===== config.mk =====
export PLATFORM = sky130hd
export DESIGN_NAME = omc_operation_mode_controller
export DESIGN_NICKNAME = d
export VERILOG_FILES = /design/src/omc_pkg.sv /design/src/omc_operation_mode_controller.sv
export SDC_FILE = /design/constraint.sdc
export NUM_CORES = 1
export LEC_CHECK = 0
export BUFFER_PORTS_ARGS = -buffer_cell sky130_fd_sc_hd__buf_2
export CORE_ASPECT_RATIO = 0.75
export CORE_UTILIZATION = 50
export CTS_BUF_LIST = sky130_fd_sc_hd__clkbuf_16
export DETAILED_ROUTE_END_ITERATION = 8
export PLACE_DENSITY = 0.8
export SLEW_MARGIN = 25
export SYNTH_ARGS = -nofsm -noshare
export SYNTH_HDL_FRONTEND = slang
export SYNTH_SLANG_ARGS = --single-unit

===== constraint.sdc =====
create_clock -name ref_clk_in -period 2.8 [get_ports ref_clk_in]
set_input_delay 0.42 -clock ref_clk_in [delete_from_list [all_inputs] [get_ports ref_clk_in]]
set_output_delay 0.42 -clock ref_clk_in [all_outputs]
set_load 0.02 [all_outputs]

===== src/omc_pkg.sv =====
package omc_pkg;

    // Register byte offsets on the APB bus.
    localparam logic [7:0] SYSCTL_A_OFS = 8'h00;
    localparam logic [7:0] SYSCTL_B_OFS = 8'h04;
    localparam logic [7:0] TB_CTRL_OFS = 8'h08;
    localparam logic [7:0] IRQ_EN_OFS = 8'h0c;
    localparam logic [7:0] WARMUP_CMP_OFS = 8'h10;
    localparam logic [7:0] STATUS_OFS = 8'h14;

    // Field positions of system_control_reg_a.
    localparam int STOP_REQ_BIT = 7;
    // Field positions of system_control_reg_b.
    localparam int HIGH_OSC_EN_BIT = 7;
    localparam int LOW_OSC_EN_BIT = 6;
    localparam int CLK_SEL_BIT = 5;
    localparam int CORE_HALT_BIT = 3;
    localparam int TG_STOP_BIT = 2;
    // Field positions of time_base_control_reg.
    localparam int TB_EN_BIT = 7;
    localparam int TB_SEL_LSB = 0;
    localparam int TB_SEL_W = 3;
    // Interrupt enable bit of the time base timer.
    localparam int TB_IRQ_EN_IDX = 5;
    // Status register layout.
    localparam int STAT_WARMUP_BIT = 16;

    // Reset values.
    localparam logic HIGH_OSC_EN_RST = 1'b1;
    localparam logic LOW_OSC_EN_RST = 1'b0;
    localparam logic CLK_SEL_RST = 1'b0;
    localparam logic [7:0] WARMUP_CMP_RST = 8'h66;

    // Warm-up counter shape: fourteen stages, the upper eight compared.
    localparam int WARMUP_W = 14;
    localparam int WARMUP_CMP_W = 8;
    localparam int NUM_IRQ = 8;
    localparam int NUM_TB_SRC = 8;
    localparam int STATE_W = 11;

    typedef enum logic [STATE_W-1:0] {
        SINGLE_RUN = 11'h001,
        SINGLE_DOZE = 11'h002,
        SINGLE_DEEP_DOZE = 11'h004,
        DUAL_FAST_RUN = 11'h008,
        DUAL_FAST_DOZE = 11'h010,
        DUAL_SLOW_RUN = 11'h020,
        SLOW_ONLY_RUN = 11'h040,
        SLOW_ONLY_DOZE = 11'h080,
        SLOW_ONLY_DEEP_DOZE = 11'h100,
        STOP_HOLD = 11'h200,
        STOP_WARMUP = 11'h400
    } omc_mode_type;

endpackage


===== src/omc_operation_mode_controller.sv =====
`timescale 1ns/1ns
// Behaviour
// - Reset release enters single_run.
// - Single-clock modes run system from gear clock.
// - Low oscillator pins are GPIO in single-clock while the low oscillator is disabled.
// - Core halt bit enters single_doze.
// - Enabled interrupt latch ends single_doze.
// - Wake services interrupt when master flag set.
// - Timing generator stop bit enters single_deep_doze.
// - Time base source falling edge ends deep doze.
// - Deep doze ignores enable; sets time base latch only when the time base is enabled.
// - Time base service needs master and enable flags.
// - Slow and sleep modes use quarter low clock.
// - dual_fast_run: core on gear clock.
// - Clock select switches dual fast and slow.
// - Slow modes hold prescaler and stages 1-8.
// - High oscillator enable moves slow_only and dual_slow.
// - dual_fast_doze behaves like single_doze.
// - slow_only_doze behaves like single_doze, slow clocks.
// - slow_only_deep_doze behaves like deep doze.
// - Stop bit halts oscillators, keeps state.
// - Stop release waits warm-up, returns prior mode.
// - Warm-up ends when upper eight bits match.
// - Pin, key or voltage release stop; reset too.
// - Software oscillator enable runs warm-up, raises interrupt.
module omc_operation_mode_controller (
    input wire logic ref_clk_in,
    input wire logic sys_rst_in,
    input wire logic apb_psel_in,
    input wire logic apb_penable_in,
    input wire logic apb_pwrite_in,
    input wire logic [7:0] apb_paddr_in,
    input wire logic [31:0] apb_pwdata_in,
    output logic [31:0] apb_prdata_out,
    output logic apb_pready_out,
    output logic apb_pslverr_out,
    input wire logic [omc_pkg::NUM_IRQ-1:0] irq_latch_in,
    input wire logic interrupt_master_flag_in,
    input wire logic [omc_pkg::NUM_TB_SRC-1:0] tb_src_clk_in,
    input wire logic stop_pin_release_in,
    input wire logic key_wakeup_in,
    input wire logic volt_detect_release_in,
    output logic cpu_clk_en_out,
    output logic wdt_clk_en_out,
    output logic tb_clk_en_out,
    output logic periph_clk_en_out,
    output logic high_osc_run_out,
    output logic low_osc_run_out,
    output logic sys_clk_from_low_out,
    output logic prescaler_run_out,
    output logic low_osc_pins_gpio_out,
    output logic tb_irq_set_out,
    output logic warmup_done_irq_out,
    output logic service_irq_out
);

    omc_pkg::omc_mode_type state_q;
    omc_pkg::omc_mode_type state_d;
    omc_pkg::omc_mode_type saved_mode_q;
    logic high_osc_en_q;
    logic low_osc_en_q;
    logic clk_sel_q;
    logic tb_en_q;
    logic [omc_pkg::TB_SEL_W-1:0] tb_sel_q;
    logic [omc_pkg::NUM_IRQ-1:0] irq_en_q;
    logic [omc_pkg::WARMUP_CMP_W-1:0] warmup_cmp_q;
    logic [omc_pkg::WARMUP_W-1:0] warmup_cnt_q;
    logic warmup_busy_q;
    logic tb_src_prev_q;
    logic tb_armed_q;
    logic halt_req, tg_stop_req, stop_req;
    logic wr_fire, rd_phase, mapped;
    logic [31:0] rd_data;
    logic tb_src_sel, tb_fall, doze_wake, stop_release;
    logic warmup_match, sw_warmup_start;
    logic gate_cpu, gate_wdt, gate_tb, gate_periph;
    logic gate_high, gate_low, gate_slow;

    // One wait state keeps the bus answer in flip-flops; writes land on
    // the completing edge.
    assign rd_phase = apb_psel_in & apb_penable_in & ~apb_pready_out;
    assign wr_fire = apb_psel_in & apb_penable_in & apb_pready_out
        & apb_pwrite_in;

    // Command bits act only when written as one; they read back as zero.
    assign halt_req = wr_fire && apb_paddr_in == omc_pkg::SYSCTL_B_OFS
        && apb_pwdata_in[omc_pkg::CORE_HALT_BIT];
    assign tg_stop_req = wr_fire && apb_paddr_in == omc_pkg::SYSCTL_B_OFS
        && apb_pwdata_in[omc_pkg::TG_STOP_BIT];
    assign stop_req = wr_fire && apb_paddr_in == omc_pkg::SYSCTL_A_OFS
        && apb_pwdata_in[omc_pkg::STOP_REQ_BIT];

    // Read mux and decode; unmapped addresses answer with an error.
    always_comb begin
        mapped = 1'b1;
        rd_data = 32'h0000_0000;
        case (apb_paddr_in)
            omc_pkg::SYSCTL_A_OFS: rd_data = 32'h0000_0000;
            omc_pkg::SYSCTL_B_OFS: begin
                rd_data[omc_pkg::HIGH_OSC_EN_BIT] = high_osc_en_q;
                rd_data[omc_pkg::LOW_OSC_EN_BIT] = low_osc_en_q;
                rd_data[omc_pkg::CLK_SEL_BIT] = clk_sel_q;
            end
            omc_pkg::TB_CTRL_OFS: begin
                rd_data[omc_pkg::TB_EN_BIT] = tb_en_q;
                rd_data[omc_pkg::TB_SEL_LSB +: omc_pkg::TB_SEL_W] = tb_sel_q;
            end
            omc_pkg::IRQ_EN_OFS: rd_data[omc_pkg::NUM_IRQ-1:0] = irq_en_q;
            omc_pkg::WARMUP_CMP_OFS: begin
                rd_data[omc_pkg::WARMUP_CMP_W-1:0] = warmup_cmp_q;
            end
            omc_pkg::STATUS_OFS: begin
                rd_data[omc_pkg::STATE_W-1:0] = state_q;
                rd_data[omc_pkg::STAT_WARMUP_BIT] = warmup_busy_q;
            end
            default: mapped = 1'b0;
        endcase
    end

    // Bus answer registers.
    always_ff @(posedge ref_clk_in) begin
        if (sys_rst_in) begin
            apb_pready_out <= 1'b0;
            apb_prdata_out <= 32'h0000_0000;
            apb_pslverr_out <= 1'b0;
        end else begin
            apb_pready_out <= rd_phase;
            apb_pslverr_out <= rd_phase & ~mapped;
            if (rd_phase && !apb_pwrite_in) begin
                apb_prdata_out <= rd_data;
            end
        end
    end

    // Software-visible configuration; the mode machine follows it.
    always_ff @(posedge ref_clk_in) begin
        if (sys_rst_in) begin
            high_osc_en_q <= omc_pkg::HIGH_OSC_EN_RST;
            low_osc_en_q <= omc_pkg::LOW_OSC_EN_RST;
            clk_sel_q <= omc_pkg::CLK_SEL_RST;
            tb_en_q <= 1'b0;
            tb_sel_q <= 3'h0;
            irq_en_q <= 8'h00;
            warmup_cmp_q <= omc_pkg::WARMUP_CMP_RST;
        end else if (wr_fire) begin
            case (apb_paddr_in)
                omc_pkg::SYSCTL_B_OFS: begin
                    high_osc_en_q <= apb_pwdata_in[omc_pkg::HIGH_OSC_EN_BIT];
                    low_osc_en_q <= apb_pwdata_in[omc_pkg::LOW_OSC_EN_BIT];
                    clk_sel_q <= apb_pwdata_in[omc_pkg::CLK_SEL_BIT];
                end
                omc_pkg::TB_CTRL_OFS: begin
                    tb_en_q <= apb_pwdata_in[omc_pkg::TB_EN_BIT];
                    tb_sel_q <= apb_pwdata_in[omc_pkg::TB_SEL_LSB +:
                        omc_pkg::TB_SEL_W];
                end
                omc_pkg::IRQ_EN_OFS: begin
                    irq_en_q <= apb_pwdata_in[omc_pkg::NUM_IRQ-1:0];
                end
                omc_pkg::WARMUP_CMP_OFS: begin
                    warmup_cmp_q <= apb_pwdata_in[omc_pkg::WARMUP_CMP_W-1:0];
                end
                default: ;
            endcase
        end
    end

    // Wake and release sources.
    assign tb_src_sel = tb_src_clk_in[tb_sel_q];
    assign tb_fall = tb_armed_q & tb_src_prev_q & ~tb_src_sel;
    assign doze_wake = |(irq_latch_in & irq_en_q);
    assign stop_release = stop_pin_release_in | key_wakeup_in
        | volt_detect_release_in;
    assign warmup_match = warmup_cnt_q[omc_pkg::WARMUP_W-1 -:
        omc_pkg::WARMUP_CMP_W] == warmup_cmp_q;

    // Falling-edge detector, armed only in deep doze so that an edge
    // seen before entry cannot wake it.
    always_ff @(posedge ref_clk_in) begin
        if (sys_rst_in) begin
            tb_src_prev_q <= 1'b0;
            tb_armed_q <= 1'b0;
        end else begin
            tb_src_prev_q <= tb_src_sel;
            tb_armed_q <= state_q == omc_pkg::SINGLE_DEEP_DOZE
                || state_q == omc_pkg::SLOW_ONLY_DEEP_DOZE;
        end
    end

    // Software enabling a stopped oscillator starts the warm-up.
    assign sw_warmup_start = wr_fire
        && apb_paddr_in == omc_pkg::SYSCTL_B_OFS
        && ((apb_pwdata_in[omc_pkg::HIGH_OSC_EN_BIT] && !high_osc_en_q)
        || (apb_pwdata_in[omc_pkg::LOW_OSC_EN_BIT] && !low_osc_en_q));

    // Warm-up counter, shared by software enables and stop release.
    always_ff @(posedge ref_clk_in) begin
        if (sys_rst_in) begin
            warmup_cnt_q <= 14'h0000;
            warmup_busy_q <= 1'b0;
            warmup_done_irq_out <= 1'b0;
        end else begin
            warmup_done_irq_out <= 1'b0;
            if (warmup_busy_q && warmup_match) begin
                warmup_busy_q <= 1'b0;
                warmup_cnt_q <= 14'h0000;
                warmup_done_irq_out <= state_q != omc_pkg::STOP_WARMUP;
            end else if (warmup_busy_q
                    && state_q != omc_pkg::STOP_HOLD) begin
                warmup_cnt_q <= warmup_cnt_q + 14'h0001;
            end else if (sw_warmup_start
                    || (state_q == omc_pkg::STOP_HOLD && stop_release)) begin
                warmup_busy_q <= 1'b1;
                warmup_cnt_q <= 14'h0000;
            end
        end
    end

    // Mode transitions.
    always_comb begin
        state_d = state_q;
        case (state_q)
            omc_pkg::SINGLE_RUN: begin
                if (stop_req) begin
                    state_d = omc_pkg::STOP_HOLD;
                end else if (halt_req) begin
                    state_d = omc_pkg::SINGLE_DOZE;
                end else if (tg_stop_req) begin
                    state_d = omc_pkg::SINGLE_DEEP_DOZE;
                end else if (low_osc_en_q && !warmup_busy_q) begin
                    state_d = omc_pkg::DUAL_FAST_RUN;
                end
            end
            omc_pkg::SINGLE_DOZE: begin
                if (doze_wake) begin
                    state_d = omc_pkg::SINGLE_RUN;
                end
            end
            omc_pkg::SINGLE_DEEP_DOZE: begin
                if (tb_fall) begin
                    state_d = omc_pkg::SINGLE_RUN;
                end
            end
            omc_pkg::DUAL_FAST_RUN: begin
                if (stop_req) begin
                    state_d = omc_pkg::STOP_HOLD;
                end else if (halt_req) begin
                    state_d = omc_pkg::DUAL_FAST_DOZE;
                end else if (!low_osc_en_q) begin
                    state_d = omc_pkg::SINGLE_RUN;
                end else if (clk_sel_q) begin
                    state_d = omc_pkg::DUAL_SLOW_RUN;
                end
            end
            omc_pkg::DUAL_FAST_DOZE: begin
                if (doze_wake) begin
                    state_d = omc_pkg::DUAL_FAST_RUN;
                end
            end
            omc_pkg::DUAL_SLOW_RUN: begin
                if (stop_req) begin
                    state_d = omc_pkg::STOP_HOLD;
                end else if (!high_osc_en_q) begin
                    state_d = omc_pkg::SLOW_ONLY_RUN;
                end else if (!clk_sel_q) begin
                    state_d = omc_pkg::DUAL_FAST_RUN;
                end
            end
            omc_pkg::SLOW_ONLY_RUN: begin
                if (stop_req) begin
                    state_d = omc_pkg::STOP_HOLD;
                end else if (halt_req) begin
                    state_d = omc_pkg::SLOW_ONLY_DOZE;
                end else if (tg_stop_req) begin
                    state_d = omc_pkg::SLOW_ONLY_DEEP_DOZE;
                end else if (high_osc_en_q && !warmup_busy_q) begin
                    state_d = omc_pkg::DUAL_SLOW_RUN;
                end
            end
            omc_pkg::SLOW_ONLY_DOZE: begin
                if (doze_wake) begin
                    state_d = omc_pkg::SLOW_ONLY_RUN;
                end
            end
            omc_pkg::SLOW_ONLY_DEEP_DOZE: begin
                if (tb_fall) begin
                    state_d = omc_pkg::SLOW_ONLY_RUN;
                end
            end
            omc_pkg::STOP_HOLD: begin
                if (stop_release) begin
                    state_d = omc_pkg::STOP_WARMUP;
                end
            end
            omc_pkg::STOP_WARMUP: begin
                if (warmup_match) begin
                    state_d = saved_mode_q;
                end
            end
            default: state_d = omc_pkg::SINGLE_RUN;
        endcase
    end

    // Mode register; the mode at stop entry is kept for the return.
    always_ff @(posedge ref_clk_in) begin
        if (sys_rst_in) begin
            state_q <= omc_pkg::SINGLE_RUN;
            saved_mode_q <= omc_pkg::SINGLE_RUN;
        end else begin
            state_q <= state_d;
            if (state_d == omc_pkg::STOP_HOLD
                    && state_q != omc_pkg::STOP_HOLD) begin
                saved_mode_q <= state_q;
            end
        end
    end

    // Clock gates per consumer, decoded from the next mode so that the
    // registered outputs line up with the mode register.
    always_comb begin
        gate_cpu = 1'b0;
        gate_wdt = 1'b0;
        gate_tb = 1'b1;
        gate_periph = 1'b1;
        gate_high = 1'b1;
        gate_low = low_osc_en_q;
        gate_slow = 1'b0;
        case (state_d)
            omc_pkg::SINGLE_RUN, omc_pkg::DUAL_FAST_RUN: begin
                gate_cpu = 1'b1;
                gate_wdt = 1'b1;
            end
            omc_pkg::SINGLE_DOZE, omc_pkg::DUAL_FAST_DOZE: begin
                gate_cpu = 1'b0;
            end
            omc_pkg::SINGLE_DEEP_DOZE: begin
                gate_periph = 1'b0;
            end
            omc_pkg::DUAL_SLOW_RUN: begin
                gate_cpu = 1'b1;
                gate_wdt = 1'b1;
                gate_slow = 1'b1;
            end
            omc_pkg::SLOW_ONLY_RUN: begin
                gate_cpu = 1'b1;
                gate_wdt = 1'b1;
                gate_high = 1'b0;
                gate_slow = 1'b1;
            end
            omc_pkg::SLOW_ONLY_DOZE: begin
                gate_high = 1'b0;
                gate_slow = 1'b1;
            end
            omc_pkg::SLOW_ONLY_DEEP_DOZE: begin
                gate_high = 1'b0;
                gate_periph = 1'b0;
                gate_slow = 1'b1;
            end
            omc_pkg::STOP_HOLD: begin
                gate_tb = 1'b0;
                gate_periph = 1'b0;
                gate_high = 1'b0;
                gate_low = 1'b0;
            end
            omc_pkg::STOP_WARMUP: begin
                gate_tb = 1'b0;
                gate_periph = 1'b0;
                gate_high = saved_mode_q != omc_pkg::SLOW_ONLY_RUN;
                gate_slow = saved_mode_q == omc_pkg::SLOW_ONLY_RUN;
            end
            default: ;
        endcase
    end

    // Registered gate outputs.
    always_ff @(posedge ref_clk_in) begin
        if (sys_rst_in) begin
            cpu_clk_en_out <= 1'b0;
            wdt_clk_en_out <= 1'b0;
            tb_clk_en_out <= 1'b0;
            periph_clk_en_out <= 1'b0;
            high_osc_run_out <= 1'b1;
            low_osc_run_out <= 1'b0;
            sys_clk_from_low_out <= 1'b0;
            prescaler_run_out <= 1'b0;
            low_osc_pins_gpio_out <= 1'b1;
        end else begin
            cpu_clk_en_out <= gate_cpu;
            wdt_clk_en_out <= gate_wdt;
            tb_clk_en_out <= gate_tb;
            periph_clk_en_out <= gate_periph;
            high_osc_run_out <= gate_high;
            low_osc_run_out <= gate_low;
            sys_clk_from_low_out <= gate_slow;
            prescaler_run_out <= ~gate_slow & gate_periph;
            // The oscillator pins stay ports while the low oscillator is not running.
            low_osc_pins_gpio_out <= ~gate_low;
        end
    end

    // Wake notices; the core services or resumes as these pulses say.
    always_ff @(posedge ref_clk_in) begin
        if (sys_rst_in) begin
            tb_irq_set_out <= 1'b0;
            service_irq_out <= 1'b0;
        end else begin
            tb_irq_set_out <= 1'b0;
            service_irq_out <= 1'b0;
            if (tb_fall) begin
                tb_irq_set_out <= tb_en_q;
                service_irq_out <= tb_en_q & interrupt_master_flag_in
                    & irq_en_q[omc_pkg::TB_IRQ_EN_IDX];
            end else if (doze_wake && (state_q == omc_pkg::SINGLE_DOZE
                    || state_q == omc_pkg::DUAL_FAST_DOZE
                    || state_q == omc_pkg::SLOW_ONLY_DOZE)) begin
                service_irq_out <= interrupt_master_flag_in;
            end
        end
    end

endmodule


Word-level counts from Yosys, hierarchy flattened
Cells that the tools add are included.

Bits in registers: 87. Latch bits: 0. RAM bits: 0. ROM bits: 0. Output and inout port bits: 46. Logic and storage cells: 164. Memories: 0.

Add/subtract/negate cells: 1. Multipliers: 0. Div/mod/pow operators: 0. Magnitude comparators: 1. Eq/ne operators: 30. Shift operators: 0. Multiplexer cells: 42. Bitwise operators: 21. Reductions and logical operators: 42.

Operators by type and width (count): $mux 11 (22); $pmux 11 s11 (1); $eq 11x7->1 const B (3); $mux 14 (2); $eq 11x1->1 const B (2); $eq 11x10->1 const B (2); $eq 11x11->1 const B (2); $eq 11x3->1 const B (2); $eq 11x4->1 const B (2); $eq 11x6->1 const B (2); $eq 11x8->1 const B (2); $eq 11x9->1 const B (2); $eq 8x4->1 const B (2); $eq 8x5->1 const B (2); $logic_and 1x1->1 (16); $reduce_or 4->1 (4); $add 14x1->14 const B (1); $pmux 3 s4 (1); $eq 11x2->1 const B (1); $eq 11x5->1 const B (1); $ne 11x10->1 const B (1); $ne 11x11->1 const B (1); $ne 11x7->1 const B (1); $and 1x1->1 (10); 21 further kinds (52).

Logic depth before layout (Yosys ltp)
Gate-level depths: netlist of the first run.

Word-level depth: 14. Depth in mapped cells: 11. Depth with buffers taken out: 9.

Worst setup path before layout of the first run
OpenSTA, ideal clock, no wires.

Kind: input port to flip-flop. Start: input port apb_paddr_in[7]. End: register saved_mode_q[0]. Arrival: 2.876 ns. Path slack: -0.196 ns. Cell stages on the path: 9. Buffers on the path: 1. Cell sequence: or4_1 buf_2 nor4_4 nor3b_2 a211oi_2 nand2_1 a221oi_4 nand4_4 a211o_1.

Word-level cells in the longest chain between the ends: 9.

RTL lines: from (decl) (line omc_operation_mode_controller.sv:32) `input wire logic [7:0] apb_paddr_in,`; $eq 8x3->1 (line omc_operation_mode_controller.sv:86, omc_operation_mode_controller.sv:88); $logic_and 1x1->1 (line omc_operation_mode_controller.sv:86, omc_operation_mode_controller.sv:88); $logic_and 1x1->1 (line omc_operation_mode_controller.sv:89) `&& apb_pwdata_in[omc_pkg::TG_STOP_BIT];`; $mux 11 (on tied branches) (line omc_operation_mode_controller.sv:274, omc_operation_mode_controller.sv:228); $mux 11 (on tied branches) (line omc_operation_mode_controller.sv:272, omc_operation_mode_controller.sv:226); $mux 11 (on tied branches) (line omc_operation_mode_controller.sv:270, omc_operation_mode_controller.sv:224); $pmux 11 s11 (*) (line omc_operation_mode_controller.sv:222) `case (state_q)`; $eq 11x10->1 (*) (line omc_operation_mode_controller.sv:311) `if (state_d == omc_pkg::STOP_HOLD`; $logic_and 1x1->1 (*) (line omc_operation_mode_controller.sv:312) `&& state_q != omc_pkg::STOP_HOLD) begin`; to (signal assigned) (line omc_operation_mode_controller.sv:308) `saved_mode_q <= omc_pkg::SINGLE_RUN;`; to (signal assigned) (line omc_operation_mode_controller.sv:313) `saved_mode_q <= state_q;`; to (decl) (line omc_operation_mode_controller.sv:59) `omc_pkg::omc_mode_type saved_mode_q;`.

Mark *: on every way between the ends. The rest lies on a longest branch, timed or not. A chain may end at the register's enable or synchronous reset.

Worst setup path after layout of the first run
Start: register state_q[1]. End: register sys_clk_from_low_out.

Word-level cells in the longest chain between the ends: 8.

RTL lines: from (decl) (line omc_operation_mode_controller.sv:57) `omc_pkg::omc_mode_type state_q;`; from (signal assigned) (line omc_operation_mode_controller.sv:307) `state_q <= omc_pkg::SINGLE_RUN;`; from (signal assigned) (line omc_operation_mode_controller.sv:310) `state_q <= state_d;`; $mux 11 (on tied branches) (line omc_operation_mode_controller.sv:276, omc_operation_mode_controller.sv:230, omc_operation_mode_controller.sv:251); $mux 11 (on tied branches) (line omc_operation_mode_controller.sv:274, omc_operation_mode_controller.sv:228, omc_operation_mode_controller.sv:249); $mux 11 (on tied branches) (line omc_operation_mode_controller.sv:272, omc_operation_mode_controller.sv:226, omc_operation_mode_controller.sv:247); $mux 11 (on tied branches) (line omc_operation_mode_controller.sv:270, omc_operation_mode_controller.sv:224, omc_operation_mode_controller.sv:245); $pmux 11 s11 (*) (line omc_operation_mode_controller.sv:222); $eq 11x9->1 (tied with other cells) (line omc_operation_mode_controller.sv:328) `case (state_d)`; $reduce_or 4->1 (no line); $pmux 1 s2 (*) (line omc_operation_mode_controller.sv:328); to (signal assigned) (line omc_operation_mode_controller.sv:394) `sys_clk_from_low_out <= gate_slow;`; to (decl) (line omc_operation_mode_controller.sv:49) `output logic sys_clk_from_low_out,`.

Marked as above.

==> impl_results.md, run 1 <==
* Synth Warn # at 0
* Layout area overhead at 40.1%
* Syn avg cell area at 7.82 sq um
* Starting density of the core at 51.3%
* CTS H-tree lvls at 3
* Pwr Density at 344 mW/mm^2
* Most frequent cells after synthesis: dfxtp_1, nor2_1, nand2_1
* CTS root buf: clkbuf_16
* Port Buffer Count at 66
* Vias per Instance at 6.22
* Met1 usage at 52.3%
* CTS tree: yes
* Largest net degree at the start of global routing at 22
* Final-report setup violation count at 5
* Worst-path clk slew at 0.07 ns
* Setup slack after layout at -0.0566 ns
* Top cell type's share of synthesized area at 33.0%
* Worst path buffer plus inverter count at 3
* Drt pass-1 iters at 6
* Hold Path Stages at 2
* Final TNS setup at -0.143 ns
* Most used DFF post-synth: dfxtp_1
* Worst Min Path Start: interrupt_master_flag_in
* Synth area leaders: dfxtp_1, nor2_1, nand2_1
* Synth async-reset ratio at 0%
* Fin crit share at 102%
* FF-to-FF path depth at 12
* Clock Skew at 0.00686 ns
* Critical setup path kind: reg -> reg
* Final Hold Viols at 0
* Crit path max fanout at 11
* Status: finished, violations left
* Worst slew slack as a fraction of its limit at 37.8%
* Critical Path RT at 3.08 ns
* Leak Pwr at 3.07 nW
* Cell Area, Synth at 0.00528 sq mm
* Slowest CP cell: dfxtp_2
* Core Util, Final at 71.8%
* Worst Tran Pin Value at 0.925 ns
* Worst vdd ir at 0.345 mV
* Row cnt at 32
* Area leader, netlist: dfxtp_1
* Chip height at 91.0 um
* Grt total ovfl at 0
* Final GP Congestion at 0.951
* Share of cells above drive strength 1 at 36.0%
* HPWL after DPL at 15.5 mm
* Nets at 933
* Later-pin clock latency in the skew report at 0.34 ns
* CP Capture Type: flip-flop
* MaxCap Viol Count at 0
* First-pass GRT wire length at 31.1 mm
* All-Layer GR Usage at 37.1%
* CP cell instances: buf_4 > nor3_1 > nand4_1 > nor3_2 > buf_6 > a221oi_2 > buf_4 > or2b_1 > a21boi_2 > o2111ai_1 > a21boi_2 > nor2b_1
* Max Fclk at 0.350 GHz
* Final Slew Violations at 0
* Syn Inst Count at 675
* Detailed router's first-iteration violation count at 658
* Number of global-route vias before repair at 5720
* Final Power at 0.00254 W
* Hold worst-path end: service_irq_out
* Sequential share of the synthesized area at 33.0%
* M3 GR Usage at 12.6%
* Post-synth EDFFs at 0
* Startpoint Class: flip-flop
* Synthesized flop and latch total at 87
* WL final at 20.3 mm
* Die Wd at 121 um
* Critical path data arrival time at 3.13 ns
* Drt wl/cell at 20.1 um
* Failing checks: setup timing
* GRT busiest layer: met2
* Antenna-violating nets left at 0
* Vias at 6278
* Drt drc at 0
* Worst R2R End: sys_clk_from_low_out
* RSZ-0062 raised after global routing: yes
* Slowest stage delay, CP at 0.36 ns
* Critical path's top delay family: simple AND/OR/NAND/NOR gates
* Max clock buf depth at 2
* CTS Buf Count at 9
* Worst min-delay path class: in -> reg
* IO Count at 111
* R2R Path Start: state_q[1]
* M2 GR Usage at 53.7%
* Cts hold-fix bufs at 0
* Netlist cell types at 66
* Initial antenna violation count at 1
* Die area at 0.0110 sq mm
* Count leader, synth: dfxtp_1
* Crit path time final at 2.86 ns
* FF-to-FF setup slack at -0.06 ns
* Clk sink count at 87
* Fillers at 845
* Core area at 0.0103 sq mm
==> flip-flops by register name (all words and copies together) (netlist names), 3 cells and up <==
signal          cells
state_q            11
irq_en_q            8
apb_prdata_out     12
warmup_cmp_q        8
saved_mode_q       11
warmup_cnt_q       14
tb_sel_q            3
==> stage by stage <==
| stage | instances | setup WS, ns | area (sq um) | hold WS [ns] |
|---|---|---|---|---|
| final | 1009 | -0.0566 | 7390 | 0.346 |
| after global routing | 1008 | -0.133 | 7390 | 0.346 |
| after CTS | 998 | 0.00224 | 7060 | 0.344 |
| after detailed placement | 981 | -0.490 | 6650 | 0.446 |
| after global placement | 981 | -0.486 | 6650 | 0.434 |
| after floorplan | 694 | -0.130 | 5380 | 0.422 |
==> metal layers <==
| layer | routed length, um | vias to the layer above |
|---|---|---|
| met5 | 64 | - |
| met4 | 388 | 2 |
| met3 | 2500 | 46 |
| met2 | 8580 | 379 |
| met1 | 8720 | 2986 |
| li1 | - | 2865 |
==> worst reg2reg max path, delay by kind of cell (launching register included) <==
family,cells,cell delay (ns)
and+or+nand+nor,5,1.31
AOI/OAI and AO/OA,4,0.59
buffers and inverters,3,0.53
DFF,1,0.36
==> final cells by class <==
class                           instances  area (sq um)  area share (%)
Sequential cell                        87          1750            23.7
Timing Repair Buffer                  217          1530            20.7
Antenna cell                            1          2.50          0.0339
Clock buffer                            9           225            3.05
Tap cell                              136           170            2.30
Clock inverter                          7          47.5           0.643
Multi-Input combinational cell        539          3610            48.9
Inverter                               13          48.8           0.660
==> placed cells by master, fill, tap and decap left out, types with 12 or more instances in the layout <==
| cell | instances |
|---|---|
| a21oi_1 | 37 |
| nand2_1 | 64 |
| a22oi_1 | 15 |
| conb_1 | 20 |
| nor2_1 | 70 |
| nand3_1 | 35 |
| nor4_2 | 12 |
| buf_4 | 140 |
| buf_6 | 12 |
| inv_1 | 14 |
| nand4_1 | 27 |
| mux2i_1 | 20 |
| dfxtp_1 | 79 |
| o21ai_0 | 16 |
| buf_2 | 64 |
| nor3_1 | 24 |
==> worst max path at each step <==
stage | startpoint | end | cells after the start
2_1_floorplan | apb_paddr_in[7] | prescaler_run_out | 10
3_3_place_gp | state_q[4] | saved_mode_q[0] | 11
3_5_place_dp | apb_paddr_in[3] | wdt_clk_en_out | 13
4_1_cts | state_q[8] | prescaler_run_out | 12
5_1_grt | state_q[3] | high_osc_run_out | 11
6_report | state_q[1] | sys_clk_from_low_out | 12
==> report_power, final <==
part | internal (W) | total [W] | switching [W]
Sequential | 0.00124 | 0.00124 | 0.00000222
Combinational | 0.0000590 | 0.000168 | 0.000109
Clock | 0.000605 | 0.00113 | 0.000527
Total | 0.00191 | 0.00254 | 0.000638
==> cell families after synthesis <==
kind of cell / Yosys count / synth area share [%]
AO/OA/AOI/OAI: 143 / 19.2
XOR/XNOR: 15 / 2.49
adder cells (fa/ha/maj): 1 / 0.237
buffers and inverters: 68 / 6.50
flip-flops: 87 / 33.0
multiplexers: 21 / 4.01
other: 1 / 0.0711
AND/OR/NAND/NOR: 339 / 34.5
==> timing repair <==
action                     in CTS  in global routing
buffers inserted                2                 10
setup endpoints to repair      19                 19
resized for setup              29                 52
pin swaps                       6                 16
Note: power is estimated with default switching activity, not from simulation.
==> run 2: changes to the inputs <==
--- a/config.mk
+++ b/config.mk
@@ -11,6 +11,7 @@
 export CTS_BUF_LIST = sky130_fd_sc_hd__clkbuf_16
 export DETAILED_ROUTE_END_ITERATION = 8
 export PLACE_DENSITY = 0.8
+export SKIP_CTS_REPAIR_TIMING = 1
 export SLEW_MARGIN = 25
 export SYNTH_ARGS = -nofsm -noshare
 export SYNTH_HDL_FRONTEND = slang
==> impl_results.md, run 2 (synthesized netlist as in run 1, its figures left out) <==
* Layout area overhead at 38.3%
* Top reg by flops: warmup_cnt_q
* Detailed router's first-iteration violation count at 717 (+9.0%)
* Hold Slack at 0.343 ns (-0.00219 ns)
* Vias at 6182 (-1.5%)
* CTS H-tree lvls at 3 (unchanged)
* Clock power share at 44.6% (about the same)
* Register Area at 0.00176 sq mm (about the same)
* Status: finished, violations left
* Die area at 0.0110 sq mm (unchanged)
* Later-pin clock latency in the skew report at 0.35 ns (about the same)
* IO Count at 111 (unchanged)
* Largest net degree at the start of global routing at 22 (unchanged)
* Post-route cell area at 0.00730 sq mm (-1.2%)
* Crit path max fanout at 5 (-6)
* All-Layer GR Usage at 36.6% (-0.56 points)
* Setup slack after layout at -0.0670 ns (-0.0104 ns)
* Crit path time final at 2.87 ns (+0.0104 ns)
* WL final at 20.1 mm (-0.68%)
* Starting density of the core at 51.3% (unchanged)
* Critical Path RT at 3.07 ns (about the same)
* Critical path's top delay family: compound AO/OA/AOI/OAI gates
* Drt drc at 0 (unchanged)
* CTS tree: yes
* Final GP Congestion at 0.951 (unchanged)
* Placement Cell Area at 0.00665 sq mm (unchanged)
* Combinational share of power at 6.4% (-0.2 points)
* Max clock buf depth at 2 (unchanged)
* Multi-input gate area at 0.00357 sq mm (-1.3%)
* Clock Skew at 0.00844 ns (+0.00158 ns)
* Final-report setup violation count at 13 (+8)
* Max reg flops at 14 (unchanged)
* Grt total ovfl at 0 (unchanged)
* Antenna-violating nets left at 0 (unchanged)
* Share of cells above drive strength 1 at 35.1% (-0.91 points)
* Vias per Instance at 6.15 (-1.1%)
* Die Wd at 121 um (unchanged)
* Leak Pwr at 3.03 nW (-1.4%)
* MaxCap Viol Count at 0 (unchanged)
* Core area at 0.0103 sq mm (unchanged)
* First-pass GRT wire length at 30.7 mm (-1.5%)
* Cell mode on critical path: buf_4
* Drt pass-1 iters at 7 (+1)
* Worst path buffer plus inverter count at 4 (+1)
* Final Hold Viols at 0 (unchanged)
* FF-to-FF path depth at 12 (unchanged)
* Worst slew slack as a fraction of its limit at 40.2% (+2.3 points)
* Row cnt at 32 (unchanged)
* Reg power frac at 48.9% (about the same)
* Worst-path clk slew at 0.07 ns (about the same)
* Chip height at 91.0 um (unchanged)
* Number of cells on the critical path at 12 (unchanged)
* Nets at 930 (-0.32%)
* Largest registers: warmup_cnt_q (14), apb_prdata_out (12)
* Hold Path Stages at 2 (unchanged)
* Final Slew Violations at 0 (unchanged)
* Pwr Density at 348 mW/mm^2 (+1.1%)
* Worst min-delay path class: in -> reg
* Drt wl/cell at 20.0 um (-0.28%)
* Critical setup path kind: reg -> reg
* Fin crit share at 102% (+0.37 points)
* Worst vdd ir at 0.342 mV (-0.82%)
* Port Buffer Count at 66 (unchanged)
* CTS root buf: clkbuf_16
* Int Pwr at 0.00190 W (-0.17%)
* Max Fclk at 0.349 GHz (-0.36%)
* Sw frac at 25.1% (+0.055 points)
* Clk sink count at 87 (unchanged)
* Initial antenna violation count at 0 (-1)
* Startpoint Class: flip-flop
* CP Capture Type: flip-flop
* RSZ-0062 raised after global routing: yes
* Slowest stage delay, CP at 0.40 ns (+0.04 ns)
* HPWL after DPL at 15.5 mm (unchanged)
* Commonest non-fill, non-tap cells in the layout: buf_4, dfxtp_1, nor2_1
* Most common cell after layout, fill and taps aside: buf_4
* Number of global-route vias before repair at 5666 (-0.94%)
* Diodes inserted at 0 (-1)
* Worst Tran Pin Value at 0.890 ns (-0.0348 ns)
* CTS Buf Count at 9 (unchanged)
* Slowest CP cell: a221oi_4
* Net Switching at 0.000639 W (+0.12%)
* Failing checks: setup timing
* CP cell instances: buf_4 > buf_4 > nor2b_1 > nand4_1 > buf_4 > a211oi_1 > a2111oi_2 > nand4b_1 > a221oi_4 > nand4_1 > buf_4 > o2111ai_2
* Fillers at 856 (+1.3%)
* FF-to-FF setup slack at -0.07 ns (about the same)
* Critical path data arrival time at 3.14 ns (about the same)
-- run 2: layer usage --
metal | routed length [um] | GRT usage (%) | vias up
li1 | - | - | 2858
met1 | 8720 | 51.5 | 2915
met5 | 0 | 0 | -
met4 | 386 | 8.74 | 0
met2 | 8490 | 53.0 | 367
met3 | 2520 | 12.8 | 42
-- run 2: layout make-up --
| cell class | instances | share of cell area (%) |
|---|---|---|
| Clock inverter | 7 | 0.651 |
| Sequential cell | 87 | 24.0 |
| Inverter | 13 | 0.668 |
| Multi-Input combinational cell | 539 | 48.9 |
| Tap cell | 136 | 2.33 |
| Timing Repair Buffer | 214 | 20.3 |
| Clock buffer | 9 | 3.09 |
-- run 2: path summary, 6_finish.rpt --
check | to | from
setup reg to reg | high_osc_run_out | state_q[0]
hold / removal | service_irq_out | interrupt_master_flag_in
hold reg to reg | warmup_cnt_q[5] | warmup_cnt_q[5]
setup / recovery | high_osc_run_out | state_q[0]
-- run 2: through the flow --
| stage | worst slack (ns) | setup TNS [ns] | cells | util, % | total power (W) |
|---|---|---|---|---|---|
| floorplan | -0.130 | -1.18 | 694 | - | 0.00138 |
| global placement | -0.486 | -8.42 | 981 | 64.6 | 0.00142 |
| detailed placement | -0.490 | -8.39 | 981 | 64.6 | 0.00143 |
| CTS | -0.536 | -8.87 | 997 | 67.3 | 0.00254 |
| global route | -0.176 | -1.73 | 1005 | 70.9 | 0.00262 |
| finish | -0.0670 | -0.432 | 1005 | 70.9 | 0.00254 |
-- run 2: worst register-to-register path, cell delays in order (launching register included) --
cell and delay, ns:
dfxtp_4 0.37, buf_4 0.17, buf_4 0.14, nor2b_1 0.14, nand4_1 0.22, buf_4 0.19
a211oi_1 0.07, a2111oi_2 0.24, nand4b_1 0.20, a221oi_4 0.40, nand4_1 0.26, buf_4 0.22
o2111ai_2 0.17
-- run 2: power by group through the flow --
stage                     Sequential [W]  Combinational, W  Clock [W]
final                            0.00124          0.000163    0.00113
after global routing             0.00124          0.000174    0.00120
after CTS                        0.00124          0.000157    0.00114
after detailed placement         0.00127          0.000156          0
after global placement           0.00127          0.000151          0
after floorplan                  0.00128         0.0000957          0
